`src/core/dcel_pkg.sv`:
```
// ==========================================================================
// Shared constants and types for the dual comparator event logic.
// ==========================================================================
package dcel_pkg;

	// ======================================================================
	// Register map.
	// ======================================================================
	localparam logic [7:0] ADDR_ACSR_A = 8'h97;
	localparam logic [7:0] ADDR_ACSR_B = 8'h9f;
	localparam logic [7:0] ADDR_REF_CTRL = 8'h9e;
	localparam logic [7:0] RESET_ACSR = 8'h00;
	localparam logic [7:0] RESET_REF_CTRL = 8'h00;

	// Control/status field positions (same layout for both comparators).
	localparam int ACSR_CHAN_LSB = 6;
	localparam int ACSR_CONNECT_BIT = 5;
	localparam int ACSR_FLAG_BIT = 4;
	localparam int ACSR_ENABLE_BIT = 3;
	localparam int ACSR_COND_LSB = 0;

	// Reference control field positions.
	localparam int REF_A_SEL_LSB = 0;
	localparam int REF_B_SEL_LSB = 2;
	localparam int REF_A_SRC_LSB = 4;
	localparam int REF_B_SRC_LSB = 6;

	// ======================================================================
	// Encodings.
	// ======================================================================
	localparam logic [2:0] COND_LOW = 3'h0;
	localparam logic [2:0] COND_HIGH = 3'h1;
	localparam logic [2:0] COND_TOGGLE = 3'h2;
	localparam logic [2:0] COND_FALL = 3'h4;
	localparam logic [2:0] COND_RISE = 3'h5;

	localparam logic [1:0] SRC_CLOCK = 2'h0;
	localparam logic [1:0] SRC_TIMER0 = 2'h1;
	localparam logic [1:0] SRC_TIMER1 = 2'h2;
	localparam logic [1:0] SRC_TIMER2 = 2'h3;

	localparam logic [1:0] REF_NOMINAL = 2'h0;
	localparam logic [1:0] REF_ABOVE = 2'h1;
	localparam logic [1:0] REF_BELOW = 2'h2;

	// ======================================================================
	// Counts and times.
	// ======================================================================
	localparam int DEBOUNCE_OVERFLOWS = 2;
	localparam int STABLE_SAMPLES = 4;
	localparam int CLK_PERIOD_NS = 40;
	localparam int SETTLE_TIME_NS = 10000;
	localparam int SETTLE_CYCLES = (SETTLE_TIME_NS + CLK_PERIOD_NS - 1) / CLK_PERIOD_NS;

	// ======================================================================
	// Types.
	// ======================================================================
	typedef enum logic {
		DEB_IDLE,
		DEB_WAIT
	} dcel_deb_state_t;

	typedef struct packed {
		logic [1:0] chan;
		logic connect;
		logic enable;
		logic [2:0] cond;
		logic [1:0] ref_sel;
		logic [1:0] src;
	} dcel_cfg_t;

endpackage : dcel_pkg

```
`src/core/dcel_cmp_front.sv`:
```
`timescale 1ns/1ps
// ==========================================================================
// Qualifies one analog comparator result.
// ==========================================================================
module dcel_cmp_front (
	input wire logic clk,
	input wire logic rst_n,
	input wire logic ce,
	input wire logic enable,
	input wire logic power_down,
	input wire logic raw_gt,
	output logic active,
	output logic result
);
	logic active_ff;
	logic result_ff;
	logic nxt_active;
	logic nxt_result;

	// Power-down overrides the enable bit; a disabled comparator reads low.
	always_comb begin
		nxt_active = enable & ~power_down;
		nxt_result = nxt_active & raw_gt;
	end

	// Registering the result keeps the event logic free of analog glitches.
	always_ff @(posedge clk or negedge rst_n) begin
		if (!rst_n) begin
			active_ff <= 1'b0;
			result_ff <= 1'b0;
		end else if (ce) begin
			active_ff <= nxt_active;
			result_ff <= nxt_result;
		end
	end

	assign active = active_ff;
	assign result = result_ff;

	a_off_reads_low: assert property (@(posedge clk) disable iff (!rst_n) (ce && (!enable || power_down)) |=> (!result && !active))
		else $error("Disabled comparator did not read low.");
endmodule : dcel_cmp_front

```
`src/core/dcel_event_unit.sv`:
```
`timescale 1ns/1ps
// ==========================================================================
// Event detection for one comparator: levels, edges, debounce.
// ==========================================================================
module dcel_event_unit #(
	parameter int STABLE_N = dcel_pkg::STABLE_SAMPLES
) (
	input wire logic clk,
	input wire logic rst_n,
	input wire logic ce,
	input wire logic active,
	input wire logic result,
	input wire logic [2:0] cond,
	input wire logic [1:0] src,
	input wire logic t0_ovf,
	input wire logic t1_ovf,
	input wire logic t2_ovf,
	output logic event_pulse
);
	dcel_pkg::dcel_deb_state_t state_ff, nxt_state;
	logic smp_ff, nxt_smp;
	logic [STABLE_N-1:0] hist_ff, nxt_hist;
	logic stab_ff, nxt_stab;
	logic [1:0] ovf_cnt_ff, nxt_ovf_cnt;
	logic exp_ff, nxt_exp;
	logic evt_ff, nxt_evt;
	logic tick;
	logic is_edge;
	logic rise;
	logic fall;
	logic relevant;

	// Sample strobe and edge classification.
	always_comb begin
		case (src)
			dcel_pkg::SRC_CLOCK: tick = 1'b1;
			dcel_pkg::SRC_TIMER0: tick = t0_ovf;
			dcel_pkg::SRC_TIMER1: tick = t1_ovf;
			dcel_pkg::SRC_TIMER2: tick = t2_ovf;
			default: tick = 1'b1;
		endcase
		is_edge = (cond == dcel_pkg::COND_RISE) || (cond == dcel_pkg::COND_FALL) ||
			(cond == dcel_pkg::COND_TOGGLE);
		rise = result & ~smp_ff;
		fall = ~result & smp_ff;
		relevant = ((cond == dcel_pkg::COND_RISE) & rise) | ((cond == dcel_pkg::COND_FALL) & fall) |
			((cond == dcel_pkg::COND_TOGGLE) & (rise | fall));
	end

	// Next-state logic. Disabled units drop any pending event.
	always_comb begin
		nxt_state = state_ff;
		nxt_smp = smp_ff;
		nxt_hist = hist_ff;
		nxt_stab = stab_ff;
		nxt_ovf_cnt = ovf_cnt_ff;
		nxt_exp = exp_ff;
		nxt_evt = 1'b0;
		if (!active) begin
			nxt_state = dcel_pkg::DEB_IDLE;
			nxt_smp = 1'b0;
			nxt_hist = '0;
			nxt_stab = 1'b0;
			nxt_ovf_cnt = 2'h0;
		end else if (!is_edge) begin
			nxt_smp = result;
			if (tick && (cond == dcel_pkg::COND_HIGH) && result) nxt_evt = 1'b1;
			if (tick && (cond == dcel_pkg::COND_LOW) && !result) nxt_evt = 1'b1;
		end else if (src == dcel_pkg::SRC_CLOCK) begin
			nxt_smp = result;
			case (state_ff)
				dcel_pkg::DEB_IDLE: begin
					if (relevant) begin
						nxt_state = dcel_pkg::DEB_WAIT;
						nxt_exp = result;
						nxt_ovf_cnt = 2'h0;
					end
				end
				dcel_pkg::DEB_WAIT: begin
					if (t1_ovf) begin
						nxt_ovf_cnt = ovf_cnt_ff + 2'h1;
						if (ovf_cnt_ff == 2'(dcel_pkg::DEBOUNCE_OVERFLOWS - 1)) begin
							nxt_state = dcel_pkg::DEB_IDLE;
							nxt_evt = (result == exp_ff);
						end
					end
				end
				default: nxt_state = dcel_pkg::DEB_IDLE;
			endcase
		end else if (tick) begin
			// Timer pacing: a change counts only after STABLE_N equal samples.
			nxt_hist = {hist_ff[STABLE_N-2:0], result};
			if (((&nxt_hist) || !(|nxt_hist)) && (result != stab_ff)) begin
				nxt_stab = result;
				nxt_evt = (cond == dcel_pkg::COND_TOGGLE) || ((cond == dcel_pkg::COND_RISE) == result);
			end
		end
	end

	always_ff @(posedge clk or negedge rst_n) begin
		if (!rst_n) begin
			state_ff <= dcel_pkg::DEB_IDLE;
			smp_ff <= 1'b0;
			hist_ff <= '0;
			stab_ff <= 1'b0;
			ovf_cnt_ff <= 2'h0;
			exp_ff <= 1'b0;
			evt_ff <= 1'b0;
		end else if (ce) begin
			state_ff <= nxt_state;
			smp_ff <= nxt_smp;
			hist_ff <= nxt_hist;
			stab_ff <= nxt_stab;
			ovf_cnt_ff <= nxt_ovf_cnt;
			exp_ff <= nxt_exp;
			evt_ff <= nxt_evt;
		end
	end

	assign event_pulse = evt_ff;

	a_idle_no_event: assert property (@(posedge clk) disable iff (!rst_n) (ce && !active) |=> !event_pulse)
		else $error("Event reported while comparator disabled.");
	a_level_high_evt: assert property (@(posedge clk) disable iff (!rst_n)
		(ce && active && tick && cond == dcel_pkg::COND_HIGH && result) |=> event_pulse)
		else $error("High level missed.");
	a_debounce_delay: assert property (@(posedge clk) disable iff (!rst_n)
		(ce && active && src == dcel_pkg::SRC_CLOCK && is_edge && state_ff == dcel_pkg::DEB_IDLE && relevant)
		|=> (!event_pulse && state_ff == dcel_pkg::DEB_WAIT))
		else $error("Debounce did not wait for timer overflows.");
	a_stable_count: assert property (@(posedge clk) disable iff (!rst_n)
		(ce && active && src != dcel_pkg::SRC_CLOCK && is_edge && tick && !(&hist_ff[STABLE_N-2:0])
		&& result) |=> !event_pulse)
		else $error("Edge accepted before enough stable samples.");
endmodule : dcel_event_unit

```
`src/core/dcel_top.sv`:
```
// Our own choice: strobed register access.
`timescale 1ns/1ps
// Function
// Each comparator runs only while its enable bit is set.
// Inputs are attached only while the connect bit is set.
// Software keeps interrupt off during settling and clears flag first.
// Flag sets on high, low, rising, falling or toggle per condition field.
// Flags stay set until software clears them.
// Both flags drive one shared interrupt request.
// Sample source selects every clock or timer 0, 1, 2 overflow.
// Comparators keep running in idle.
// Power-down forces both comparators disabled.
// Channel field routes one of four analog pins to positive input.
// Software clears connect before changing channel or reference selection.
// Software keeps interrupt off and clears flag while reselecting inputs.
// Reference field picks nominal, above or below internal level.
// Debounce mode waits two timer 1 overflows before resampling.
// Debounce resample sets flag only when the sample matches expectation.
// Timer-paced edges need four consecutive equal samples.
// Control/status register resets to zero with the given field layout.
// Result is one when positive input exceeds negative input.
// Channel codes 0 to 3 select analog inputs 0 to 3.
// Disabled comparator output forced low, no further events.
// Comparator B has an identical control/status register.
module dcel_top (
	input wire logic clk,
	input wire logic rst_n,
	input wire logic ce,
	input wire logic [7:0] addr,
	input wire logic [7:0] wdata,
	input wire logic wr,
	input wire logic rd,
	output logic [7:0] rdata,
	input wire logic t0_ovf,
	input wire logic t1_ovf,
	input wire logic t2_ovf,
	input wire logic idle,
	input wire logic power_down,
	input wire logic cmp_a_raw_gt,
	input wire logic cmp_b_raw_gt,
	output logic cmp_a_powered,
	output logic cmp_b_powered,
	output logic cmp_a_connect,
	output logic cmp_b_connect,
	output logic [1:0] cmp_a_channel_sel,
	output logic [1:0] cmp_b_channel_sel,
	output logic [1:0] cmp_a_ref_sel,
	output logic [1:0] cmp_b_ref_sel,
	output logic cmp_irq
);
	// ======================================================================
	// Register state.
	// ======================================================================
	logic [7:0] acsr_a_ff, nxt_acsr_a;
	logic [7:0] acsr_b_ff, nxt_acsr_b;
	logic [7:0] ref_ctrl_ff, nxt_ref_ctrl;
	logic [7:0] rdata_ff, nxt_rdata;
	logic irq_ff, nxt_irq;
	dcel_pkg::dcel_cfg_t cfg [2];
	logic [1:0] active;
	logic [1:0] result;
	logic [1:0] evt;
	logic [1:0] raw_gt;
	logic wr_a;
	logic wr_b;
	logic wr_ref;
	logic idle_unused;

	// Idle has no effect: the comparators keep running by design.
	assign idle_unused = idle;

	assign raw_gt = {cmp_b_raw_gt, cmp_a_raw_gt};

	// ======================================================================
	// Configuration unpacking.
	// ======================================================================
	// Both comparators share one field layout; B mirrors A.
	always_comb begin
		cfg[0].chan = acsr_a_ff[dcel_pkg::ACSR_CHAN_LSB +: 2];
		cfg[0].connect = acsr_a_ff[dcel_pkg::ACSR_CONNECT_BIT];
		cfg[0].enable = acsr_a_ff[dcel_pkg::ACSR_ENABLE_BIT];
		cfg[0].cond = acsr_a_ff[dcel_pkg::ACSR_COND_LSB +: 3];
		cfg[0].ref_sel = ref_ctrl_ff[dcel_pkg::REF_A_SEL_LSB +: 2];
		cfg[0].src = ref_ctrl_ff[dcel_pkg::REF_A_SRC_LSB +: 2];
		cfg[1].chan = acsr_b_ff[dcel_pkg::ACSR_CHAN_LSB +: 2];
		cfg[1].connect = acsr_b_ff[dcel_pkg::ACSR_CONNECT_BIT];
		cfg[1].enable = acsr_b_ff[dcel_pkg::ACSR_ENABLE_BIT];
		cfg[1].cond = acsr_b_ff[dcel_pkg::ACSR_COND_LSB +: 3];
		cfg[1].ref_sel = ref_ctrl_ff[dcel_pkg::REF_B_SEL_LSB +: 2];
		cfg[1].src = ref_ctrl_ff[dcel_pkg::REF_B_SRC_LSB +: 2];
	end

	// ======================================================================
	// Per-comparator qualification and event detection.
	// ======================================================================
	for (genvar i = 0; i < 2; i++) begin : g_cmp
		dcel_cmp_front u_front (
			.clk(clk),
			.rst_n(rst_n),
			.ce(ce),
			.enable(cfg[i].enable),
			.power_down(power_down),
			.raw_gt(raw_gt[i]),
			.active(active[i]),
			.result(result[i])
		);
		dcel_event_unit #(
			.STABLE_N(dcel_pkg::STABLE_SAMPLES)
		) u_evt (
			.clk(clk),
			.rst_n(rst_n),
			.ce(ce),
			.active(active[i]),
			.result(result[i]),
			.cond(cfg[i].cond),
			.src(cfg[i].src),
			.t0_ovf(t0_ovf),
			.t1_ovf(t1_ovf),
			.t2_ovf(t2_ovf),
			.event_pulse(evt[i])
		);
	end

	// ======================================================================
	// Register bus.
	// ======================================================================
	assign wr_a = wr && (addr == dcel_pkg::ADDR_ACSR_A);
	assign wr_b = wr && (addr == dcel_pkg::ADDR_ACSR_B);
	assign wr_ref = wr && (addr == dcel_pkg::ADDR_REF_CTRL);

	// Writes load all fields except the flag, which software may only clear by
	// writing zero. A hardware event in the same cycle wins over the clear, so
	// an edge arriving in the write cycle of a read-modify-write is never lost.
	always_comb begin
		nxt_acsr_a = acsr_a_ff;
		nxt_acsr_b = acsr_b_ff;
		nxt_ref_ctrl = ref_ctrl_ff;
		if (wr_a) begin
			nxt_acsr_a = wdata;
			nxt_acsr_a[dcel_pkg::ACSR_FLAG_BIT] = acsr_a_ff[dcel_pkg::ACSR_FLAG_BIT] &
				wdata[dcel_pkg::ACSR_FLAG_BIT];
		end
		if (wr_b) begin
			nxt_acsr_b = wdata;
			nxt_acsr_b[dcel_pkg::ACSR_FLAG_BIT] = acsr_b_ff[dcel_pkg::ACSR_FLAG_BIT] &
				wdata[dcel_pkg::ACSR_FLAG_BIT];
		end
		if (wr_ref) begin
			nxt_ref_ctrl = wdata;
		end
		if (evt[0]) begin
			nxt_acsr_a[dcel_pkg::ACSR_FLAG_BIT] = 1'b1;
		end
		if (evt[1]) begin
			nxt_acsr_b[dcel_pkg::ACSR_FLAG_BIT] = 1'b1;
		end
	end

	// Read data stand for exactly the cycle after the strobe; unmapped reads
	// return zero.
	always_comb begin
		nxt_rdata = 8'h00;
		if (rd) begin
			case (addr)
				dcel_pkg::ADDR_ACSR_A: nxt_rdata = acsr_a_ff;
				dcel_pkg::ADDR_ACSR_B: nxt_rdata = acsr_b_ff;
				dcel_pkg::ADDR_REF_CTRL: nxt_rdata = ref_ctrl_ff;
				default: nxt_rdata = 8'h00;
			endcase
		end
	end

	// One request line for both comparators; the handler reads flags to tell
	// which one fired.
	always_comb begin
		nxt_irq = nxt_acsr_a[dcel_pkg::ACSR_FLAG_BIT] | nxt_acsr_b[dcel_pkg::ACSR_FLAG_BIT];
	end

	always_ff @(posedge clk or negedge rst_n) begin
		if (!rst_n) begin
			acsr_a_ff <= dcel_pkg::RESET_ACSR;
			acsr_b_ff <= dcel_pkg::RESET_ACSR;
			ref_ctrl_ff <= dcel_pkg::RESET_REF_CTRL;
			rdata_ff <= 8'h00;
			irq_ff <= 1'b0;
		end else if (ce) begin
			acsr_a_ff <= nxt_acsr_a;
			acsr_b_ff <= nxt_acsr_b;
			ref_ctrl_ff <= nxt_ref_ctrl;
			rdata_ff <= nxt_rdata;
			irq_ff <= nxt_irq;
		end
	end

	// ======================================================================
	// Analog controls.
	// ======================================================================
	// Selects come straight from register flops so the mux settings are
	// glitch free; software sequences connect around any change.
	assign cmp_a_connect = cfg[0].connect;
	assign cmp_b_connect = cfg[1].connect;
	assign cmp_a_channel_sel = cfg[0].chan;
	assign cmp_b_channel_sel = cfg[1].chan;
	assign cmp_a_ref_sel = cfg[0].ref_sel;
	assign cmp_b_ref_sel = cfg[1].ref_sel;
	assign cmp_a_powered = active[0];
	assign cmp_b_powered = active[1];
	assign rdata = rdata_ff;
	assign cmp_irq = irq_ff;

	// ======================================================================
	// Checks.
	// ======================================================================
	a_flag_sticky: assert property (@(posedge clk) disable iff (!rst_n)
		(ce && acsr_a_ff[dcel_pkg::ACSR_FLAG_BIT] && !(wr_a && !wdata[dcel_pkg::ACSR_FLAG_BIT]))
		|=> acsr_a_ff[dcel_pkg::ACSR_FLAG_BIT])
		else $error("Flag A cleared without software.");
	a_flag_set_wins: assert property (@(posedge clk) disable iff (!rst_n)
		(ce && evt[1]) |=> acsr_b_ff[dcel_pkg::ACSR_FLAG_BIT])
		else $error("Event on B did not set its flag.");
	a_irq_shared: assert property (@(posedge clk) disable iff (!rst_n)
		(ce && (evt[0] || evt[1])) |=> cmp_irq)
		else $error("Shared request not raised.");
	a_read_acsr: assert property (@(posedge clk) disable iff (!rst_n)
		(ce && rd && addr == dcel_pkg::ADDR_ACSR_A) |=> (rdata == $past(acsr_a_ff)))
		else $error("Read data mismatch.");
	a_pd_disable: assert property (@(posedge clk) disable iff (!rst_n)
		(ce && power_down) |=> (!cmp_a_powered && !cmp_b_powered))
		else $error("Comparator powered in power-down.");
	a_enable_follows: assert property (@(posedge clk) disable iff (!rst_n)
		(ce && !power_down && cfg[0].enable) ##1 (ce && !power_down && cfg[0].enable) |=> cmp_a_powered)
		else $error("Enabled comparator A not active.");
	a_write_ctrl: assert property (@(posedge clk) disable iff (!rst_n)
		(ce && wr_b) |=> (acsr_b_ff[7:5] == $past(wdata[7:5]) && acsr_b_ff[3:0] == $past(wdata[3:0])))
		else $error("Register B write lost.");
endmodule : dcel_top

```
`config.mk`:
```
export PLATFORM = sky130hd
export DESIGN_NAME = dcel_top
export DESIGN_NICKNAME = d
export VERILOG_FILES = /design/src/core/dcel_pkg.sv /design/src/core/dcel_cmp_front.sv /design/src/core/dcel_event_unit.sv /design/src/core/dcel_top.sv
export SDC_FILE = /design/constraint.sdc
export NUM_CORES = 1
export LEC_CHECK = 0
export ABC_AREA = 1
export ABC_CLOCK_PERIOD_IN_PS = 3000
export BUFFER_PORTS_ARGS = -buffer_cell sky130_fd_sc_hd__buf_2
export CAP_MARGIN = 5
export CORE_MARGIN = 5
export CORE_UTILIZATION = 57
export CTS_CLUSTER_DIAMETER = 200
export CTS_CLUSTER_SIZE = 8
export DETAILED_ROUTE_END_ITERATION = 6
export PLACE_DENSITY = 0.77
export SKIP_LAST_GASP = 1
export SYNTH_ARGS = -nofsm -noshare
export SYNTH_HDL_FRONTEND = slang
export SYNTH_SLANG_ARGS = --single-unit
export TNS_END_PERCENT = 20
```
`constraint.sdc`:
```
create_clock -name clk -period 3 [get_ports clk]
set_input_delay 0.6 -clock clk [delete_from_list [all_inputs] [get_ports clk]]
set_output_delay 0.6 -clock clk [all_outputs]
set_load 0.05 [all_outputs]
```
# ---- Word-level counts from Yosys, hierarchy flattened
# Cells that the tools add are included.
dict set report totals {
  reg_bits 57
  in_bits 28
  output_inout_bits 21
  elab_cells 224
}
dict set report classes {
  add_sub_neg 2
  eq_ne 41
  mux 78
  bitwise 30
  n_reduce_logical 48
}
# operator n
set op_table {}
lappend op_table {{$mux W1} 50}
lappend op_table {{$eq A8 B8 Y1 const B} 3}
lappend op_table {{$mux W3} 8}
lappend op_table {{$pmux W8 S3} 1}
lappend op_table {{$mux W2} 10}
lappend op_table {{$reduce_and A5 Y1} 4}
lappend op_table {{$and A1 B1 Y1} 16}
lappend op_table {{$ne A2 B1 Y1 const B} 8}
lappend op_table {{$reduce_and A4 Y1} 4}
lappend op_table {{$logic_and A1 B1 Y1} 13}
lappend op_table {{$eq A3 B3 Y1 const B} 4}
lappend op_table {{$ne A3 B3 Y1 const B} 4}
lappend op_table {{$reduce_and A6 Y1} 2}
lappend op_table {{$mux W5} 2}
lappend op_table {{$reduce_and A2 Y1} 5}
lappend op_table {{$eq A2 B1 Y1 const B} 4}
lappend op_table {{$eq A2 B2 Y1 const B} 4}
lappend op_table {{$logic_or A1 B1 Y1} 8}
lappend op_table {{$mux W8} 1}
lappend op_table {{$pmux W1 S4} 2}
lappend op_table {{$pmux W2 S2} 2}
lappend op_table {{$reduce_or A4 Y1} 2}
lappend op_table {{$not A1 Y1} 7}
lappend op_table {{$or A1 B1 Y1} 7}
lappend op_table {{other kinds (12)} 28}

# ---- Longest topological paths before layout
# Gate-level depths: netlist of the first run.
dict set report depth {
  ltp_word 10
  mapped_depth 12
}

# ---- By module
# From an unflattened synthesis of the first run, not the netlist that was laid out.
dict set report hier_totals {
  hier_cells 450
  hier_area_um2 3342.0
}
# mod n_inst cells_each area_each_um2 seq_area_each_um2
set by_module_without_submodules {}
lappend by_module_without_submodules {dcel_top 1 200 1641.6 825.8}
lappend by_module_without_submodules {{dcel_event_unit (g_cmp[1].u_evt)} 1 115 774.5 250.2}
lappend by_module_without_submodules {{dcel_event_unit (g_cmp[0].u_evt)} 1 115 758.2 250.2}
lappend by_module_without_submodules {dcel_cmp_front 2 10 83.8 50.0}

# ---- Worst setup path after synthesis of the first run
# OpenSTA, ideal clock, no wires.
dict set report synth_path {
  path_type {in2reg}
  from {in addr[6]}
  to {reg acsr_b_ff[5]}
  setup_time_ps 120
  arrival_time_ps 1360
  required_ps 2880
  slack_ps 1520
  stages 8
  path_cell_list {inv_1 -> nand2_1 -> nor2_4 -> buf_6 -> nand4_4 -> buf_6 -> nand2_1 -> o21ai_2}
}
dict set report synth_between {
  elab_chain_cells 3
}
# element line_no
set synth_rtl {}
lappend synth_rtl {{start: declaration} dcel_top.sv:29} ;# input wire logic [7:0] addr,
lappend synth_rtl {{$eq A8 B8 Y1} dcel_top.sv:128} ;# assign wr_b = wr && (addr == dcel_pkg::ADDR_ACSR_B);
lappend synth_rtl {{$logic_and A1 B1 Y1} dcel_top.sv:128}
lappend synth_rtl {{$reduce_and A2 Y1 (no line)} -}
lappend synth_rtl {{end signal: assignment} dcel_top.sv:182} ;# acsr_b_ff <= dcel_pkg::RESET_ACSR;
lappend synth_rtl {{end signal: assignment} dcel_top.sv:188} ;# acsr_b_ff <= nxt_acsr_b;
lappend synth_rtl {{end: declaration} dcel_top.sv:55} ;# logic [7:0] acsr_b_ff, nxt_acsr_b;
# No other way between the ends.
# A chain may end at the register's enable or synchronous reset.

# ---- Final worst setup path of the first run
dict set report layout_path {
  from {reg g_cmp[1].u_front.active_ff}
  to {out cmp_b_powered}
}
# element line_no
set layout_rtl {}
lappend layout_rtl {{start: declaration} dcel_cmp_front.sv:15} ;# logic active_ff;
lappend layout_rtl {{start signal: assignment} dcel_cmp_front.sv:32} ;# active_ff <= nxt_active;
lappend layout_rtl {{end: declaration} dcel_top.sv:42} ;# output logic cmp_b_powered,
# No word-level cell between the ends.

==> results of run 1 <==
-- cell families (layout without fill, tap and decap cells) --
| logic type | Yosys count | in the layout | synth area share, % |
|---|---|---|---|
| fa+ha+maj | 6 | 6 | 2.154 |
| flops | 57 | 57 | 40.92 |
| simple gates | 282 | 282 | 38.37 |
| buf+inv | 71 | 117 | 9.979 |
| xor+xnor | 2 | 2 | 0.5026 |
| compound gates | 44 | 44 | 8.076 |
-- cells in the final DEF, fill, tap and decap left out, drive strengths merged, types with 6 or more instances in the layout --
cell	netlist	final
inv	51	51
buf	20	50
o21ai	32	32
dfrtp	57	57
nand3	81	81
clkbuf	0	11
a21oi	6	6
nand4	6	6
nand2	157	157
nor2	33	33
ha	6	6
-- cell usage after synthesis (2+ instances only) --
cell type,number
inv_2,5
nor2_4,2
o21ai_2,10
nor2_8,4
buf_6,5
o21ai_1,6
o22ai_1,2
ha_1,6
o21ai_0,16
inv_1,46
buf_4,4
nand2_2,11
nor3_1,3
dfrtp_1,57
nand4_1,5
a21oi_1,3
nand3_1,81
a21oi_2,3
buf_2,10
nand2_1,142
nand2_4,4
o21a_1,4
nor2_1,27
-- worst min path at each step --
| stage | startpoint | to | slack [ps] | cells after the start |
|---|---|---|---|---|
| finish | rst_n | ref_ctrl_ff[0]$_DFFE_PN0P_ | 330 | 1 |
| global route | rst_n | rdata[1]$_DFFE_PN0P_ | 390 | 1 |
| CTS | rst_n | g_cmp[1].u_evt.event_pulse$_DFFE_PN0P_ | 340 | 1 |
| detailed placement | rdata[4]$_DFFE_PN0P_ | rdata[4]$_DFFE_PN0P_ | 460 | 2 |
| global placement | rdata[4]$_DFFE_PN0P_ | rdata[4]$_DFFE_PN0P_ | 460 | 2 |
| floorplan | rst_n | acsr_a_ff[0]$_DFFE_PN0P_ | 300 | 0 |
-- registers in the layout, indices dropped and copies added, names as in the netlist, 4 cells and up --
name,cells
acsr_a_ff,8
acsr_b_ff,8
rdata,8
ref_ctrl_ff,8
g_cmp.u_evt.hist_ff,6
g_cmp.u_evt.ovf_cnt_ff,4
-- layer usage --
layer  global-route usage (%)  part of all wire, %  wire length (um)  vias up
met2                    35.08                   46              3570       93
li1                         -                    -                 -     1571
met5                        0                    0                 0        -
met4                    10.03                  2.2               170        0
met1                    29.98                   44              3439     1387
met3                    5.456                  7.3               565       17
-- power by group through the flow --
| stage | Combinational (mW) | Clock [mW] | Sequential [mW] |
|---|---|---|---|
| after floorplan | 0.103 | 0 | 0.841 |
| after global placement | 0.183 | 0 | 0.825 |
| after detailed placement | 0.187 | 0 | 0.826 |
| after CTS | 0.188 | 0.835 | 0.811 |
| after global routing | 0.207 | 0.880 | 0.814 |
| final | 0.185 | 0.824 | 0.811 |
-- cell type report --
class	count	area [um^2]	area share, %
Multi-Input combinational cell	334	1712	43.78
Sequential cell	57	1426	36.48
Timing Repair Buffer	50	257.7	6.592
Inverter	51	191.4	4.896
Clock buffer	11	151.4	3.872
Tap cell	75	93.84	2.400
Clock inverter	5	77.57	1.984
==> flow_metrics.tcl, run 1 <==
set metrics [dict create \
    avgSynthCellArea_um2 7.545 \
    start_util_pct 58.88 \
    p_leak_nw 2.167 \
    synth-async-reset-ratio_pct 100.0 \
    grt_max_degree 34 \
    totalPowerFinal_mw 1.821 \
    postLayoutCoreUtil_pct 66.04 \
    timing.final.ws_setup_ps 1155 \
    drc 0 \
    crit_fanout 12 \
    layout_min_cycle_time_ps 1845 \
    p_per_area_nw_per_um2 465.7 \
    reg2reg_depth 11 \
    routedWlPerCell_um 13.28 \
    viasPerCell 5.262 \
    worstSetupEndpointType "output port" \
    row_count 28 \
    hold_ws_ps 332.1 \
    synth_nets 496 \
    coreArea_um2 5921 \
    relSlewSlack_pct 49.45 \
    nFillCells 519 \
    drive_above_1_share_pct 20.87 \
    setup_tns_ps 0 \
    skew_ps 7.509 \
    grt_pass1_wl_mm 13.68 \
    holdBufCountCts 0 \
    gp_congestion 0.8993 \
    cts_setup_buffers 0 \
    layout.nets 537 \
    synth_flop_cell "dfrtp_1" \
    arrival_ps 1250 \
    synth_top_area_cell "dfrtp_1" \
    r2r_start "g_cmp[1].u_front.result$_DFFE_PN0P_" \
    antenna_left 0 \
    synth-seq-cells 57 \
    hp-class "input port to async pin" \
    path_cells "buf_2" \
    syn_to_final_growth_pct 12.17 \
    tightest_slew_ps 758.2 \
    cts_max_level 3 \
    rsz0062_at_grt "no" \
    path_buf_inv 1 \
    cp.required_ps 2400 \
    chipWidth_um 88.20 \
    cts_resized 0 \
    insertion_delay_ps 340 \
    status "finished clean" \
    syn-cell-area_um2 3486 \
    crit_end "cmp_b_powered" \
    path_depth 1 \
    die_area_um2 7779 \
    fin_cells 583 \
    clkSinkCount 57 \
    hpwl_mm 5.853 \
    cts_made_buffers 9 \
    antenna_found_initial 0 \
    reg2reg_slack_ps 1450 \
    crit_family "flip-flops" \
    place_inst 567 \
    synthCells 462 \
    post_dp_cell_area_um2 3681 \
    clk_pin_slew_worst_paths_ps 70 \
    final_area_um2 3910 \
    cts_tree "built" \
    drv_slew 0 \
    dr.pass1.iters 5 \
    hold_violations 0 \
    dp_slack_ps 888.5 \
    drt_iter0_drc 231 \
    ys_warn_count 0 \
    r2r-end "g_cmp[1].u_evt.ovf_cnt_ff[1]$_DFFE_PN0P_" \
    synth_cell_type_count 29 \
    grt_pass1_vias 3016 \
    startpoint "g_cmp[1].u_front.active$_DFFE_PN0P_" \
    clock.fmax_ghz 0.5420 \
    synth-edff-count 0 \
    n_antenna_cell 0 \
    io_buffers 47 \
    combPwrFrac_pct 10.2 \
    via_count 3068 \
    drv_cap 0 \
    path_class "flop to output port" \
    power_frac_clock_pct 45.3 \
    wl_mm 7.744 \
    synth_area_leaders "dfrtp_1, nand2_1, nand3_1" \
    die_h_um 88.20 \
    worst_path_largest_cell_delay_ps 570 \
    yosys.area.top_type_share_pct 40.92 \
    cp_slowest_cell "dfrtp_1" \
    setup_viol 0 \
    ioPinCount 49 \
    p_sw_share_pct 25.86 \
    seq_power_share_pct 44.6 \
    cp-start-kind "flop" \
    min_period_over_period_pct 61.50 \
    peakVddDrop_v 0.0002822 \
    internal_power_mw 1.350 \
    cts_buffer_depth 2 \
    grt_usage_pct 22.59 \
    seq_area_frac_synth_pct 40.92 \
    cts-root-buf "clkbuf_8" \
    grt_overflow 0 \
    p_sw_mw 0.4709 \
]
Note: power is estimated with default switching activity, not from simulation.
==> run 2, diff against run 1 <==
--- a/config.mk
+++ b/config.mk
@@ -6,15 +6,15 @@
 export NUM_CORES = 1
 export LEC_CHECK = 0
 export ABC_AREA = 1
-export ABC_CLOCK_PERIOD_IN_PS = 3000
+export ABC_CLOCK_PERIOD_IN_PS = 1600
 export BUFFER_PORTS_ARGS = -buffer_cell sky130_fd_sc_hd__buf_2
 export CAP_MARGIN = 5
 export CORE_MARGIN = 5
-export CORE_UTILIZATION = 57
+export CORE_UTILIZATION = 52
 export CTS_CLUSTER_DIAMETER = 200
 export CTS_CLUSTER_SIZE = 8
 export DETAILED_ROUTE_END_ITERATION = 6
-export PLACE_DENSITY = 0.77
+export PLACE_DENSITY = 0.74
 export SKIP_LAST_GASP = 1
 export SYNTH_ARGS = -nofsm -noshare
 export SYNTH_HDL_FRONTEND = slang
==> constraint.sdc (replaced) <==
create_clock -name clk -period 1.6 [get_ports clk]
set_input_delay 0.32 -clock clk [delete_from_list [all_inputs] [get_ports clk]]
set_output_delay 0.32 -clock clk [all_outputs]
set_load 0.05 [all_outputs]
==> run 2 against run 1 <==
- sequential cell count unchanged
- largest cell class unchanged
- clock skew fell by 0.59 ps
- largest power group is now sequential cells
- sequential power up 87%
- via count rose by 1.4%
- count of clock-buffer cells in the layout unchanged
- worst setup slack lost 1100 ps
- global-route usage is 2.3 points lower
- hold slack lost 110 ps
- total power up 80%
==> flow_metrics.tcl, run 2 (synthesis gave the netlist of run 1 again) <==
set metrics [dict create \
    reg2reg_slack_ps 100 \
    seq_area_um2 1428 \
    coreArea_um2 6422 \
    grt_max_degree 58 \
    worst_path_largest_cell_delay_ps 560 \
    cp_slowest_cell "dfrtp_1" \
    r2r_start "g_cmp[1].u_front.result$_DFFE_PN0P_" \
    rsz0062_at_grt "yes" \
    grt_usage_pct 20.27 \
    viasPerCell 5.236 \
    arrival_ps 1240 \
    io_buffers 47 \
    routedWlPerCell_um 13.57 \
    cts_made_buffers 9 \
    cts_buffer_depth 2 \
    nFillCells 620 \
    fin_cells 594 \
    wl_mm 8.060 \
    drt_iter0_drc 160 \
    die_h_um 91.88 \
    p_sw_share_pct 27.39 \
    cts_setup_buffers 0 \
    skew_ps 6.916 \
    postLayoutCoreUtil_pct 61.85 \
    chipWidth_um 91.88 \
    grt_pass1_wl_mm 13.59 \
    relSlewSlack_pct 75.61 \
    cts-root-buf "clkbuf_8" \
    syn_to_final_growth_pct 13.96 \
    crit_fanout 12 \
    start_util_pct 54.28 \
    seq_power_share_pct 46.3 \
    p_leak_nw 2.208 \
    dr.pass1.iters 4 \
    grt_overflow 0 \
    layout_min_cycle_time_ps 1559 \
    via_count 3110 \
    place_inst 577 \
    setup_viol 0 \
    grt_pass1_vias 2949 \
    internal_power_mw 2.384 \
    status "finished clean" \
    gp_congestion 0.8861 \
    hpwl_mm 6.187 \
    drv_slew 0 \
    crit_end "cmp_b_powered" \
    path_depth 1 \
    path_cells "buf_2" \
    antenna_found_initial 0 \
    peakVddDrop_v 0.0004880 \
    worstSetupEndpointType "output port" \
    cts_tree "built" \
    p_sw_mw 0.8995 \
    layout.nets 546 \
    n_antenna_cell 0 \
    setup_tns_ps 0 \
    crit_family "flip-flops" \
    ioPinCount 49 \
    path_buf_inv 1 \
    row_count 29 \
    die_area_um2 8441 \
    min_period_over_period_pct 97.43 \
    reg2reg_depth 9 \
    drv_cap 0 \
    clock.fmax_ghz 0.6415 \
    drive_above_1_share_pct 22.24 \
    drc 0 \
    tightest_slew_ps 365.8 \
    totalPowerFinal_mw 3.284 \
    mostFrequentLayoutCells "nand2_1, nand3_1, dfrtp_1, buf_2, inv_1" \
    cts_max_level 3 \
    hp-class "input port to flop" \
    clk_pin_slew_worst_paths_ps 70 \
    power_frac_clock_pct 42.7 \
    cp-start-kind "flop" \
    path_class "flop to output port" \
    cp.required_ps 1280 \
    multiInputGateArea_um2 1712 \
    antenna_left 0 \
    p_per_area_nw_per_um2 826.6 \
    mostFrequentLayoutCell "nand2_1" \
    startpoint "g_cmp[1].u_front.active$_DFFE_PN0P_" \
    clkSinkCount 57 \
    hold_violations 0 \
    combPwrFrac_pct 11.0 \
    r2r-end "g_cmp[1].u_evt.ovf_cnt_ff[0]$_DFFE_PN0P_" \
    insertion_delay_ps 340 \
]
[run 2: changes by cell type in the layout (fill, tap and decap cells not counted), sizes merged]
cell / change
clkinvlp: -1
clkinv: +2
dlygate4sd3: +1
buf: +8
bufinv: -1
[run 2: what timing repair did]
action / CTS / global route
setup endpoints to repair: 0 / 4
hold buffers: 1 / 0
hold endpoints to repair: 57 / 0
resized for setup: 0 / 1
[run 2: worst min-delay path by stage]
stage | start | cells past startpoint | endpoint | slack [ps]
final | wdata[4] | 3 | ref_ctrl_ff[4]$_DFFE_PN0P_ | 220
after CTS | wdata[4] | 3 | ref_ctrl_ff[4]$_DFFE_PN0P_ | 210
after global placement | rst_n | 2 | acsr_b_ff[6]$_DFFE_PN0P_ | 350
after global routing | wdata[5] | 3 | ref_ctrl_ff[5]$_DFFE_PN0P_ | 220
after floorplan | rst_n | 0 | acsr_a_ff[0]$_DFFE_PN0P_ | 20
after detailed placement | rst_n | 2 | acsr_b_ff[7]$_DFFE_PN0P_ | 350
[run 2: area by class of cell]
class / instances / area share [%]
well taps: 77 / 2.425
repair buffers: 59 / 8.567
multi-input cells: 334 / 43.09
clock inverters: 5 / 1.354
inverters: 51 / 4.819
flip-flops and latches: 57 / 35.94
clock buffers: 11 / 3.811
[run 2: power groups by stage]
stage,registers [mW],clock network (mW),logic (mW)
floorplan,1.58,0,0.193
global placement,1.55,0,0.353
CTS,1.52,1.43,0.364
global route,1.53,1.49,0.399
finish,1.52,1.40,0.360
detailed placement,1.55,0,0.361
[run 2: per-layer routing]
metal  routed length (um)  vias to the layer above  share of wire [%]  track usage, %
li1                     -                     1583                  -               -
met1                 3758                     1433                 47           26.27
met2                 3693                       77                 46           32.85
met3                  434                       17                5.4           3.601
met4                  174                        0                2.2           9.777
met5                    0                        -                  0               0
[run 2: through the flow]
step / cell area (um^2) / hold WS, ps / worst slack [ps]
global placement: 3756 / 346.1 / 141.1
floorplan: 3486 / 24.41 / 174.1
CTS: 3971 / 211.0 / 30.81
detailed placement: 3756 / 351.0 / 97.99
global route: 3973 / 220.7 / -34.48
finish: 3973 / 223.7 / 41.04
==> run 3, diff against run 2 <==
--- a/config.mk
+++ b/config.mk
@@ -9,8 +9,11 @@
 export ABC_CLOCK_PERIOD_IN_PS = 1600
 export BUFFER_PORTS_ARGS = -buffer_cell sky130_fd_sc_hd__buf_2
 export CAP_MARGIN = 5
+export CELL_PAD_IN_SITES_DETAIL_PLACEMENT = 0
+export CELL_PAD_IN_SITES_GLOBAL_PLACEMENT = 1
+export CORE_ASPECT_RATIO = 1.2
 export CORE_MARGIN = 5
-export CORE_UTILIZATION = 52
+export CORE_UTILIZATION = 38
 export CTS_CLUSTER_DIAMETER = 200
 export CTS_CLUSTER_SIZE = 8
 export DETAILED_ROUTE_END_ITERATION = 6
==> run 3 against run 2 <==
- sequential share of layout area down 0.22 points
- core utilization fell by 17 points
- non-clock buffer count grew 2
- total power decreased by 7.1%
==> flow_metrics.tcl, run 3 (synthesis gave the netlist of run 1 again) <==
set metrics [dict create \
    drv_cap 0 \
    cts_setup_buffers 0 \
    grt_overflow 0 \
    status "finished clean" \
    chipWidth_um 97.43 \
    peakVddDrop_v 0.0003289 \
    path_cells "buf_2" \
    die_area_um2 11200 \
    routedWlPerCell_um 13.27 \
    drt_iter0_drc 119 \
    viasPerCell 4.847 \
    layout.nets 548 \
    grt_usage_pct 16.60 \
    grt_pass1_vias 3157 \
    cp_slowest_cell "dfrtp_2" \
    worstSetupEndpointType "output port" \
    clkSinkCount 57 \
    cp.required_ps 1280 \
    gr-usage-met2_pct 27.94 \
    relSlewSlack_pct 76.46 \
    cts_made_buffers 9 \
    gp_congestion 0.8320 \
    p_leak_nw 2.190 \
    cp-start-kind "flop" \
    grt_pass1_wl_mm 14.98 \
    antenna_found_initial 0 \
    drv_slew 0 \
    mostFrequentLayoutCell "nand2_1" \
    layout_min_cycle_time_ps 1465 \
    path_buf_inv 1 \
    cts_max_level 3 \
    n_antenna_cell 0 \
    wl_mm 8.481 \
    via_count 3097 \
    hold_ws_ps 202.6 \
    hp-class "input port to flop" \
    drive_above_1_share_pct 22.54 \
    hold_violations 0 \
    min_period_over_period_pct 91.56 \
    antenna_left 0 \
    start_util_pct 38.79 \
    ioPinCount 49 \
    insertion_delay_ps 350 \
    arrival_ps 1140 \
    path_class "flop to output port" \
    cts_buffer_depth 2 \
    worst_path_largest_cell_delay_ps 500 \
    cts_tree "built" \
    cts-root-buf "clkbuf_8" \
    rsz0062_at_grt "no" \
    gr-usage-met3_pct 4.733 \
    syn_to_final_growth_pct 14.75 \
    clock.fmax_ghz 0.6826 \
    grt_max_degree 58 \
    crit_fanout 12 \
    io_buffers 47 \
    skew_ps 11.45 \
    tightest_slew_ps 352.7 \
    p_per_area_nw_per_um2 762.6 \
    top_usage_layer "met2" \
    totalPowerFinal_mw 3.050 \
    mostFrequentLayoutCells "nand2_1, nand3_1, dfrtp_1, buf_2, inv_1" \
    die_h_um 114.9 \
    drc 0 \
    nFillCells 954 \
    crit_family "flip-flops" \
    clk_pin_slew_worst_paths_ps 70 \
    setup_tns_ps 0 \
    hpwl_mm 6.637 \
    row_count 38 \
    dr.pass1.iters 4 \
    setup_viol 0 \
    coreArea_um2 8986 \
    reg2reg_slack_ps 160 \
    gr-usage-met1_pct 20.57 \
]
==> run 3: worst paths after layout <==
path	endpoint	cells past startpoint	start
setup / recovery	cmp_b_powered	1	g_cmp[1].u_front.active$_DFFE_PN0P_
min in group asynchronous	rdata[3]$_DFFE_PN0P_	3	rst_n
hold reg to reg	g_cmp[0].u_evt.ovf_cnt_ff[1]$_DFFE_PN0P_	2	g_cmp[0].u_evt.ovf_cnt_ff[1]$_DFFE_PN0P_
max in group asynchronous	g_cmp[0].u_front.active$_DFFE_PN0P_	3	rst_n
hold / removal	ref_ctrl_ff[5]$_DFFE_PN0P_	3	wdata[5]
setup reg to reg	g_cmp[1].u_evt.ovf_cnt_ff[1]$_DFFE_PN0P_	9	g_cmp[1].u_front.result$_DFFE_PN0P_
==> run 3: tightest hold or removal path, cell delays in order <==
cell and delay [ps]:
buf_2 100, nand2_2 50, o21ai_2 40
==> run 3: layout make-up <==
type	count	area, um^2	area share (%)
multi-input combinational	334	1712	42.79
timing repair buffer	61	355.3	8.883
clock inverter	6	35.03	0.8758
inverter	51	191.4	4.786
tap	120	150.1	3.754
sequential	57	1429	35.72
clock buffer	10	127.6	3.190
==> run 3: repair_timing <==
action                                 in CTS  in global routing
endpoints found under the hold margin      57                  0
hold buffers                                1                  0
setup endpoints to repair                   1                  1
gates resized for setup                     1                  1
==> run 3: stage by stage <==
| step | setup slack [ps] | utilization, % | area (um^2) | std cells |
|---|---|---|---|---|
| 3_3_place_gp | 122.9 | 42.56 | 3825 | 622 |
| 3_5_place_dp | 98.17 | 42.56 | 3825 | 622 |
| 4_1_cts | 8.329 | 44.50 | 3999 | 639 |
| 2_1_floorplan | 174.1 | - | 3486 | 462 |
| 5_1_grt | 8.486 | 44.51 | 4000 | 639 |
| 6_report | 135.1 | 44.51 | 4000 | 639 |
==> run 3: metal layers <==
layer / share of wire (%) / routed length, um / vias to the layer above
met4: 1.9 / 161 / 0
li1: - / - / 1594
met1: 47 / 3985 / 1434
met2: 47 / 3974 / 57
met3: 4.2 / 360 / 12
met5: 0 / 0 / -
==> run 3: report_power, final <==
part | internal [mW] | switching, mW
Clock | 0.550 | 0.614
Sequential | 1.48 | 0.0441
Combinational | 0.109 | 0.256
Total | 2.14 | 0.914
